===== config.mk =====
export PLATFORM = sky130hd
export DESIGN_NAME = pid_phy_id_regs
export DESIGN_NICKNAME = d
export VERILOG_FILES = /design/src/pid_pkg.sv /design/src/pid_phy_id_regs.sv
export VERILOG_INCLUDE_DIRS = /design/src
export SDC_FILE = /design/constraint.sdc
export NUM_CORES = 1
export LEC_CHECK = 0
export CAP_MARGIN = 20
export CORE_ASPECT_RATIO = 1.5
export CORE_MARGIN = 2
export CORE_UTILIZATION = 42
export CTS_BUF_LIST = sky130_fd_sc_hd__clkbuf_8
export CTS_CLUSTER_SIZE = 16
export DETAILED_ROUTE_END_ITERATION = 16
export DONT_BUFFER_PORTS = 1
export MAX_ROUTING_LAYER = met4
export PLACE_DENSITY_LB_ADDON = 0.15
export RECOVER_POWER = 50
export SYNTH_ARGS = -nofsm -noshare
export SYNTH_HDL_FRONTEND = slang
export SYNTH_SLANG_ARGS = --single-unit

===== constraint.sdc =====
create_clock -name mclk -period 3.9 [get_ports mclk]
set_clock_uncertainty 0.1 [all_clocks]
set_input_delay 0.195 -clock mclk [delete_from_list [all_inputs] [get_ports mclk]]
set_output_delay 0.195 -clock mclk [all_outputs]
set_load 0.02 [all_outputs]

===== src/pid_cfg.svh =====
`ifndef PID_CFG_SVH
`define PID_CFG_SVH

// Register indices; byte address is four times the index
`define PID_IDX_POWER 4'h4
`define PID_IDX_PAGE_SEL 4'h7
`define PID_IDX_COMPLIANCE 4'h8
`define PID_IDX_IDENT_RSVD 4'h9
`define PID_IDX_OUI_HI 4'hA
`define PID_IDX_OUI_MID 4'hB
`define PID_IDX_OUI_LO 4'hC
`define PID_IDX_PART_HI 4'hD
`define PID_IDX_PART_MID 4'hE
`define PID_IDX_PART_LO 4'hF
`define PID_IDX_VENDOR_CTRL 4'h8

// Page selector codes
`define PID_PAGE_IDENT 3'h1
`define PID_PAGE_VENDOR 3'h7

// Field positions
`define PID_HOLD_BIT 7
`define PID_SPEED_MSB 1
`define PID_SPEED_LSB 0
`define PID_PAGE_MSB 2
`define PID_PAGE_LSB 0
`define PID_POWER_MSB 2
`define PID_POWER_LSB 0

// Fixed and reset values
`define PID_COMPLIANCE_VAL 8'h01
`define PID_PAGE_RST 3'h0
`define PID_SPEED_RST 2'h2
`define PID_SPEED_ILLEGAL 2'h3
`define PID_HOLD_RST 1'b0
`define PID_POWER_RST 3'h0
`define PID_PHY_SPEED 2'h2
`define PID_ACK_BITS 16'h0008
`define PID_HSIZE_WORD 3'h2

`endif


===== src/pid_pkg.sv =====
package pid_pkg;

  typedef enum logic [1:0] {
    BUS_IDLE,
    BUS_WRITE,
    BUS_RWAIT,
    BUS_RDONE
  } pid_bus_state_t;

  typedef logic [1:0] pid_speed_t;
  typedef logic [2:0] pid_power_t;
  typedef logic [2:0] pid_page_t;

endpackage


===== src/pid_phy_id_regs.sv =====
// Implementation choice: the AHB-Lite register port.
`timescale 1ns/100ps
`include "pid_cfg.svh"
// Functional notes
// - Page select 1 maps identification page
// - Compliance byte reads fixed 01h
// - Maker OUI, MSB first at 1010b
// - Part code, MSB first at 1101b
// - Page select 7 maps vendor page
// - Hold and acceleration: only long packets clear
// - Hold clear: any non-ACK packet clears
// - Hold bit zero on hardware reset only
// - Two-bit link speed, code 11 illegal
// - Link speed copied into self-ID speed
// - Always report S400 to peer PHYs
// - Link speed S400 on hardware reset only
// - Straps load power class after reset
// - Power-class write replaces strapped default
// - Power-class code carried unchanged
module pid_phy_id_regs
#(
  // Arbitrary value
  parameter logic [23:0] MAKER_OUI = 24'hA5C3E1,
  // Arbitrary value
  parameter logic [23:0] PART_CODE = 24'h5A3C1E
)
(
  input wire logic mclk,
  input wire logic rst_b,
  input wire logic hsel,
  input wire logic [31:0] haddr,
  input wire logic [1:0] htrans,
  input wire logic hwrite,
  input wire logic [2:0] hsize,
  input wire logic hready,
  input wire logic [31:0] hwdata,
  output logic [31:0] hrdata,
  output logic hreadyout,
  output logic hresp,
  input wire pid_pkg::pid_power_t powerClassStraps,
  input wire logic arbAccelEn,
  input wire logic fairReqRaise,
  input wire logic prioReqRaise,
  input wire logic pktDone,
  input wire logic [15:0] pktDataBits,
  output logic fairReqPending,
  output logic prioReqPending,
  output pid_pkg::pid_page_t pageSelect,
  output pid_pkg::pid_speed_t selfIdSpeed,
  output pid_pkg::pid_speed_t peerPhySpeed,
  output pid_pkg::pid_power_t selfIdPower
);
  import pid_pkg::*;

  // Paged slot decode, shared by read and write paths
  function automatic logic pagedHit
  (
    input logic [3:0] idx,
    input pid_page_t page,
    input pid_page_t wantPage,
    input logic [3:0] wantIdx
  );
    pagedHit = (page == wantPage) && (idx == wantIdx);
  endfunction

  // Identification page contents by index
  function automatic logic [7:0] identByte
  (
    input logic [3:0] idx,
    input logic [23:0] oui,
    input logic [23:0] part
  );
    case (idx)
      `PID_IDX_COMPLIANCE:
      begin
        identByte = `PID_COMPLIANCE_VAL;
      end
      `PID_IDX_OUI_HI:
      begin
        identByte = oui[23:16];
      end
      `PID_IDX_OUI_MID:
      begin
        identByte = oui[15:8];
      end
      `PID_IDX_OUI_LO:
      begin
        identByte = oui[7:0];
      end
      `PID_IDX_PART_HI:
      begin
        identByte = part[23:16];
      end
      `PID_IDX_PART_MID:
      begin
        identByte = part[15:8];
      end
      `PID_IDX_PART_LO:
      begin
        identByte = part[7:0];
      end
      default:
      begin
        identByte = 8'h00;
      end
    endcase
  endfunction

  pid_bus_state_t busState;
  pid_bus_state_t next_busState;
  logic [3:0] addrIdx;
  logic addrHit;
  logic addrWord;
  logic nullPacketHold;
  logic strapLoaded;
  pid_speed_t linkSpeed;
  pid_power_t powerClass;

  wire logic takeReq;
  wire logic reqHit;
  wire logic wrCommit;
  wire logic wrPage;
  wire logic wrPower;
  wire logic wrVendor;
  wire logic wrSpeedLegal;
  wire logic rdIdent;
  wire logic rdVendor;
  wire logic rdPage;
  wire logic rdPower;
  wire logic [7:0] vendorByte;
  wire logic [7:0] readByte;
  wire logic holdActive;
  wire logic pktIsAck;
  wire logic pktLong;
  wire logic clearReq;
  wire logic [1:0] reqRaise;
  // Pending requests, bit 0 fair, bit 1 priority
  logic [1:0] reqPending;

  // Bus front end
  assign takeReq = hsel && hready && htrans[1];
  // Only aligned words in the first 64 bytes map to a register
  assign reqHit = (haddr[31:6] == 26'h0000000) && (haddr[1:0] == 2'h0);
  // Reads take one wait state so a preceding write is always visible
  assign hreadyout = (busState != BUS_RWAIT);
  assign hresp = 1'b0;

  always_comb
  begin
    next_busState = BUS_IDLE;
    unique case (busState)
      BUS_RWAIT:
      begin
        next_busState = BUS_RDONE;
      end
      BUS_IDLE, BUS_WRITE, BUS_RDONE:
      begin
        if (takeReq)
        begin
          next_busState = hwrite ? BUS_WRITE : BUS_RWAIT;
        end
      end
    endcase
  end

  always_ff @(posedge mclk or negedge rst_b)
  begin
    if (!rst_b)
    begin
      busState <= BUS_IDLE;
    end
    else
    begin
      busState <= next_busState;
    end
  end

  // Address phase kept for use in the data phase
  always_ff @(posedge mclk or negedge rst_b)
  begin
    if (!rst_b)
    begin
      addrIdx <= 4'h0;
      addrHit <= 1'b0;
      addrWord <= 1'b0;
    end
    else if (takeReq)
    begin
      addrIdx <= haddr[5:2];
      addrHit <= reqHit;
      addrWord <= (hsize == `PID_HSIZE_WORD);
    end
  end

  // Write decode; partial-width writes are dropped
  assign wrCommit = (busState == BUS_WRITE) && addrHit && addrWord;
  assign wrPage = wrCommit && (addrIdx == `PID_IDX_PAGE_SEL);
  assign wrPower = wrCommit && (addrIdx == `PID_IDX_POWER);
  assign wrVendor = wrCommit &&
    pagedHit(addrIdx, pageSelect, `PID_PAGE_VENDOR, `PID_IDX_VENDOR_CTRL);
  assign wrSpeedLegal =
    hwdata[`PID_SPEED_MSB:`PID_SPEED_LSB] != `PID_SPEED_ILLEGAL;

  always_ff @(posedge mclk or negedge rst_b)
  begin
    if (!rst_b)
    begin
      pageSelect <= `PID_PAGE_RST;
    end
    else if (wrPage)
    begin
      pageSelect <= hwdata[`PID_PAGE_MSB:`PID_PAGE_LSB];
    end
  end

  always_ff @(posedge mclk or negedge rst_b)
  begin
    if (!rst_b)
    begin
      nullPacketHold <= `PID_HOLD_RST;
    end
    else if (wrVendor)
    begin
      nullPacketHold <= hwdata[`PID_HOLD_BIT];
    end
  end

  always_ff @(posedge mclk or negedge rst_b)
  begin
    if (!rst_b)
    begin
      linkSpeed <= `PID_SPEED_RST;
    end
    else if (wrVendor && wrSpeedLegal)
    begin
      linkSpeed <= hwdata[`PID_SPEED_MSB:`PID_SPEED_LSB];
    end
  end

  // Straps are sampled by the clock, never by the reset itself
  // Later strap changes take effect only after a new reset
  always_ff @(posedge mclk or negedge rst_b)
  begin
    if (!rst_b)
    begin
      strapLoaded <= 1'b0;
    end
    else
    begin
      strapLoaded <= 1'b1;
    end
  end

  always_ff @(posedge mclk or negedge rst_b)
  begin
    if (!rst_b)
    begin
      powerClass <= `PID_POWER_RST;
    end
    else if (!strapLoaded)
    begin
      powerClass <= powerClassStraps;
    end
    else if (wrPower)
    begin
      powerClass <= hwdata[`PID_POWER_MSB:`PID_POWER_LSB];
    end
  end

  // Read path
  // identification page
  assign rdIdent = (pageSelect == `PID_PAGE_IDENT) && addrIdx[3];
  assign rdVendor =
    pagedHit(addrIdx, pageSelect, `PID_PAGE_VENDOR, `PID_IDX_VENDOR_CTRL);
  assign rdPage = (addrIdx == `PID_IDX_PAGE_SEL);
  assign rdPower = (addrIdx == `PID_IDX_POWER);
  // Hold bit on top, link speed in the two low bits
  assign vendorByte = {nullPacketHold, 5'h00, linkSpeed};
  assign readByte = !addrHit ? 8'h00 :
    rdIdent ? identByte(addrIdx, MAKER_OUI, PART_CODE) :
    rdVendor ? vendorByte :
    rdPage ? {5'h00, pageSelect} :
    rdPower ? {5'h00, powerClass} :
    8'h00;

  // Loaded in the wait cycle only, so it stands until the next read
  always_ff @(posedge mclk or negedge rst_b)
  begin
    if (!rst_b)
    begin
      hrdata <= 32'h00000000;
    end
    else if (busState == BUS_RWAIT)
    begin
      hrdata <= {24'h000000, readByte};
    end
  end

  // Request clearing on packet reception
  assign holdActive = nullPacketHold && arbAccelEn;
  // An ACK carries exactly eight data bits
  assign pktIsAck = (pktDataBits == `PID_ACK_BITS);
  assign pktLong = (pktDataBits > `PID_ACK_BITS);
  assign clearReq = pktDone && (holdActive ? pktLong : !pktIsAck);

  assign reqRaise = {prioReqRaise, fairReqRaise};

  // A raise in the clearing cycle wins, so no request is lost
  for (genvar r = 0; r < 2; r++)
  begin : g_req
    always_ff @(posedge mclk or negedge rst_b)
    begin
      if (!rst_b)
      begin
        reqPending[r] <= 1'b0;
      end
      else
      begin
        reqPending[r] <= reqRaise[r] || (reqPending[r] && !clearReq);
      end
    end
  end

  assign fairReqPending = reqPending[0];
  assign prioReqPending = reqPending[1];

  assign selfIdSpeed = linkSpeed;
  assign peerPhySpeed = `PID_PHY_SPEED;
  assign selfIdPower = powerClass;

endmodule


==> flow_metrics.tcl <==
set metrics [dict create \
    final.period_utilization 0.463 \
    syn_to_final_growth_pct 11.7 \
    detailedRoute.firstPassIterationCount 4 \
    min_path_cells 3 \
    highest_delay_cell_along_the_critical_path "sky130_fd_sc_hd__or4_4" \
    grt_pass1_vias 1222 \
    cts_repair_resize_count 0 \
    holdPathEnd "addrHit" \
    num_io_pins 143 \
    total_power_density_per_cell_area_mw_per_mm2 354 \
    drt_iter0_markers 26 \
    power.combinational.fraction 0.204 \
    floorplan.initialDensity 0.433 \
    post_dp_cell_area_mm2 0.00149 \
    dpl.hpwl_um 2810 \
    timing.setup.critical_path_class "reg2reg" \
    finalCoreUtilization 0.483 \
    antenna_cells 0 \
    clock_sink_count 27 \
    hold_path.class "in2reg" \
    irDropWorstVdd_mv 0.215 \
    swShare 0.318 \
    post_drt_via_cell_ratio 5.55 \
    grt_pass1_wl_um 5450 \
    remaining_overflow_grt 0 \
    achievable_frequency_ghz 0.554 \
    cts_tree "yes" \
    avgRoutedWirePerCell_um 16.0 \
    max-slew-margin-rel 0.0516 \
    minimum_clock_period_after_layout_ns 1.80 \
    core_region_area_mm2 0.00361 \
    pwr-share-clk 0.256 \
    leakage_power_uw 0.000744 \
    fillCellCount 375 \
    worstSkewPairLatency_ns 0.27 \
    worstPathCellList "or2_4, or4_4, mux2_4" \
    rr_endpoint "nullPacketHold" \
    synthesis.area_mm2 0.00156 \
    internal-power_uw 422 \
    worst_tran_pin_value_ns 1.42 \
    final_max_slew_viol_count 0 \
    worst_ep_required_time_ns 3.97 \
    cap_viol_max_count 0 \
    post_route_cells_drive_above_1_share 0.101 \
    place.gp.congestion 0.800 \
    htree_levels 1 \
    cts_buffer_depth 2 \
    worstPathMaxFanout 9 \
    wirelength_um 3560 \
    grt_setup_unrepaired "false" \
    synthesis.area_per_instance_um2 9.90 \
    drc 0 \
    total_switching_power_uw 197 \
    worstReg2RegStart "addrIdx[1]" \
    postSynthCellCount 158 \
    setup_total_negative_slack_ns 0 \
    cpLargestDelayFamily "simple AND/OR/NAND/NOR gates" \
    die_h_um 78.7 \
    setup-violations-final 0 \
    cts_buffers 3 \
    result_of_the_run "finished clean" \
    synth.lib_cells_used.distinct 39 \
    fin_worst_hold_slack_ns 0.00144 \
    cp.buffers_inverters 0 \
    stdcell_area_mm2 0.00175 \
    timing.critical_path.depth 3 \
    cts_root_buffer "sky130_fd_sc_hd__clkbuf_8" \
    hold_path_startpoint "haddr[10]" \
    grt_antenna_before_repair 0 \
    via_count 1231 \
    ys.warnings.count 0 \
    pin_count_of_the_biggest_net_entering_global_routing 28 \
    clkTransAtPathRegs_ns 0.09 \
    crit_path_end_kind "flip-flop" \
    numPortBuffers 0 \
    route.antenna.remaining_nets 0 \
    final_layout_net_count 277 \
    dieWidth_um 53.8 \
    standard_cell_rows 27 \
    grtUsageTotal 0.181 \
    hold_viol 0 \
    crit_arrival_ns 1.87 \
    timing.critical_path.from_type "flip-flop" \
    dieArea_mm2 0.00424 \
    worstRegToRegCells 3 \
    postSynthRegisterBits 27 \
    regToRegSetupSlack_ns 2.10 \
    seq_total_area_yosys 0.433 \
    power.share.sequential 0.540 \
    max_stage_delay_ns 0.52 \
]
-- cells in the mapped netlist --
| master | count | area [um2] |
|---|---|---|
| sky130_fd_sc_hd__or3_1 | 1 | 6.26 |
| sky130_fd_sc_hd__o31ai_1 | 3 | 22.5 |
| sky130_fd_sc_hd__o2111ai_1 | 1 | 8.76 |
| sky130_fd_sc_hd__a22o_1 | 3 | 26.3 |
| sky130_fd_sc_hd__or4_4 | 1 | 11.3 |
| sky130_fd_sc_hd__a22oi_1 | 3 | 22.5 |
| sky130_fd_sc_hd__nand4b_1 | 1 | 8.76 |
| sky130_fd_sc_hd__nor3_2 | 1 | 10.0 |
| sky130_fd_sc_hd__a221o_1 | 1 | 10.0 |
| sky130_fd_sc_hd__and3b_1 | 1 | 8.76 |
| sky130_fd_sc_hd__mux2_2 | 8 | 90.1 |
| sky130_fd_sc_hd__mux2_4 | 1 | 15.0 |
| sky130_fd_sc_hd__buf_6 | 1 | 11.3 |
| sky130_fd_sc_hd__and4bb_2 | 1 | 12.5 |
| sky130_fd_sc_hd__a21oi_1 | 5 | 25.0 |
| sky130_fd_sc_hd__a21o_1 | 3 | 22.5 |
| sky130_fd_sc_hd__o22a_1 | 2 | 17.5 |
| sky130_fd_sc_hd__nor2_1 | 8 | 30.0 |
| sky130_fd_sc_hd__a2bb2oi_1 | 1 | 8.76 |
| sky130_fd_sc_hd__inv_1 | 3 | 11.3 |
| sky130_fd_sc_hd__and2_1 | 1 | 6.26 |
| sky130_fd_sc_hd__buf_4 | 28 | 210 |
| sky130_fd_sc_hd__nor4_1 | 10 | 62.6 |
| sky130_fd_sc_hd__o21a_1 | 1 | 7.51 |
| sky130_fd_sc_hd__mux2i_1 | 3 | 30.0 |
| sky130_fd_sc_hd__nand3b_1 | 1 | 7.51 |
| sky130_fd_sc_hd__nor2b_1 | 3 | 18.8 |
| sky130_fd_sc_hd__nor3_1 | 3 | 15.0 |
| sky130_fd_sc_hd__conb_1 | 2 | 7.51 |
| sky130_fd_sc_hd__or2_4 | 1 | 8.76 |
| sky130_fd_sc_hd__nand4_1 | 1 | 6.26 |
| sky130_fd_sc_hd__o41ai_1 | 1 | 8.76 |
| sky130_fd_sc_hd__clkbuf_1 | 2 | 7.51 |
| sky130_fd_sc_hd__o21ai_0 | 8 | 40.0 |
| sky130_fd_sc_hd__nand2b_1 | 1 | 6.26 |
| sky130_fd_sc_hd__nand2_1 | 12 | 45.0 |
| sky130_fd_sc_hd__nand3_1 | 4 | 20.0 |
| sky130_fd_sc_hd__dfrtp_1 | 26 | 651 |
| sky130_fd_sc_hd__dfstp_2 | 1 | 26.3 |
-- tightest hold or removal path, stage by stage --
cell and delay, ns:
sky130_fd_sc_hd__nor4_1 0.02, sky130_fd_sc_hd__nand4_1 0.06, sky130_fd_sc_hd__o31ai_1 0.07
-- cell usage in the layout, fill, tap and decap left out, types with 3 or more instances in the layout --
cell	instances
sky130_fd_sc_hd__nand3_1	4
sky130_fd_sc_hd__nor2_1	8
sky130_fd_sc_hd__a21oi_1	5
sky130_fd_sc_hd__nor4_1	10
sky130_fd_sc_hd__o31ai_1	3
sky130_fd_sc_hd__nor3_1	3
sky130_fd_sc_hd__dlygate4sd3_1	21
sky130_fd_sc_hd__inv_1	3
sky130_fd_sc_hd__dfrtp_1	26
sky130_fd_sc_hd__a22o_1	3
sky130_fd_sc_hd__o21ai_0	8
sky130_fd_sc_hd__mux2i_1	3
sky130_fd_sc_hd__conb_1	28
sky130_fd_sc_hd__a22oi_1	3
sky130_fd_sc_hd__a21o_1	3
sky130_fd_sc_hd__nand2_1	12
sky130_fd_sc_hd__nor2b_1	3
sky130_fd_sc_hd__mux2_2	8
sky130_fd_sc_hd__clkbuf_8	3
-- logic make-up (layout without fill, tap and decap cells) --
| family | Yosys count | after routing | share of synthesized area |
|---|---|---|---|
| DFF | 27 | 27 | 0.433 |
| and+or+nand+nor | 51 | 51 | 0.182 |
| buffers and inverters | 34 | 29 | 0.154 |
| muxes | 12 | 12 | 0.0864 |
| AOI/OAI and AO/OA | 32 | 32 | 0.141 |
| other | 2 | 28 | 0.00480 |
-- state kept, by name, indices dropped and copies added, names as in the netlist --
signal	flops
addrWord	1
pageSelect	3
strapLoaded	1
prioReqPending	1
fairReqPending	1
nullPacketHold	1
selfIdPower	3
hrdata	7
addrHit	1
selfIdSpeed	2
busState	2
addrIdx	4
-- how the worst max path moves through the flow --
| stage | start | endpoint |
|---|---|---|
| floorplan | addrIdx[0] | nullPacketHold |
| global placement | addrIdx[0] | nullPacketHold |
| detailed placement | addrIdx[0] | nullPacketHold |
| CTS | addrIdx[0] | nullPacketHold |
| global route | rst_b | nullPacketHold |
| finish | addrIdx[1] | nullPacketHold |
-- final cells by class --
type | count | area [um2] | share of cell area
clock buffer | 3 | 41.3 | 0.0236
timing repair buffer | 22 | 214 | 0.122
clock inverter | 1 | 5.00 | 0.00287
inverter | 3 | 11.3 | 0.00645
tap | 43 | 53.8 | 0.0308
multi-input combinational | 123 | 744 | 0.426
sequential | 27 | 677 | 0.388
-- stage by stage --
step / total power [uW] / setup WS [ns] / instances
finish: 619 / 2.10 / 222
detailed placement: 442 / 2.11 / 196
CTS: 627 / 2.09 / 220
floorplan: 446 / 2.11 / 184
global placement: 440 / 2.12 / 196
global route: 664 / 1.80 / 222
-- metal layers --
metal  up-vias  share of wire  global-route usage  wire length (um)
met5         -              0                   -                 0
met4         0          0.014              0.0615                51
met3         5          0.083              0.0414               294
met2        71           0.59               0.333              2100
met1       591           0.31               0.176              1120
li1        564              -                   -                 -
-- what timing repair did --
item / 4_1_cts / 5_1_grt
setup buffers: 0 / 0
endpoints found under the hold margin: 46 / 2
endpoints found under the setup margin: 0 / 0
hold buffers: 20 / 2
-- power groups by stage --
stage / clock network [uW] / registers (uW) / logic, uW
finish: 159 / 334 / 126
global route: 185 / 338 / 141
CTS: 167 / 334 / 127
detailed placement: 0 / 339 / 103
global placement: 0 / 338 / 101
floorplan: 0 / 328 / 118
Note: power is estimated with default switching activity, not from simulation.
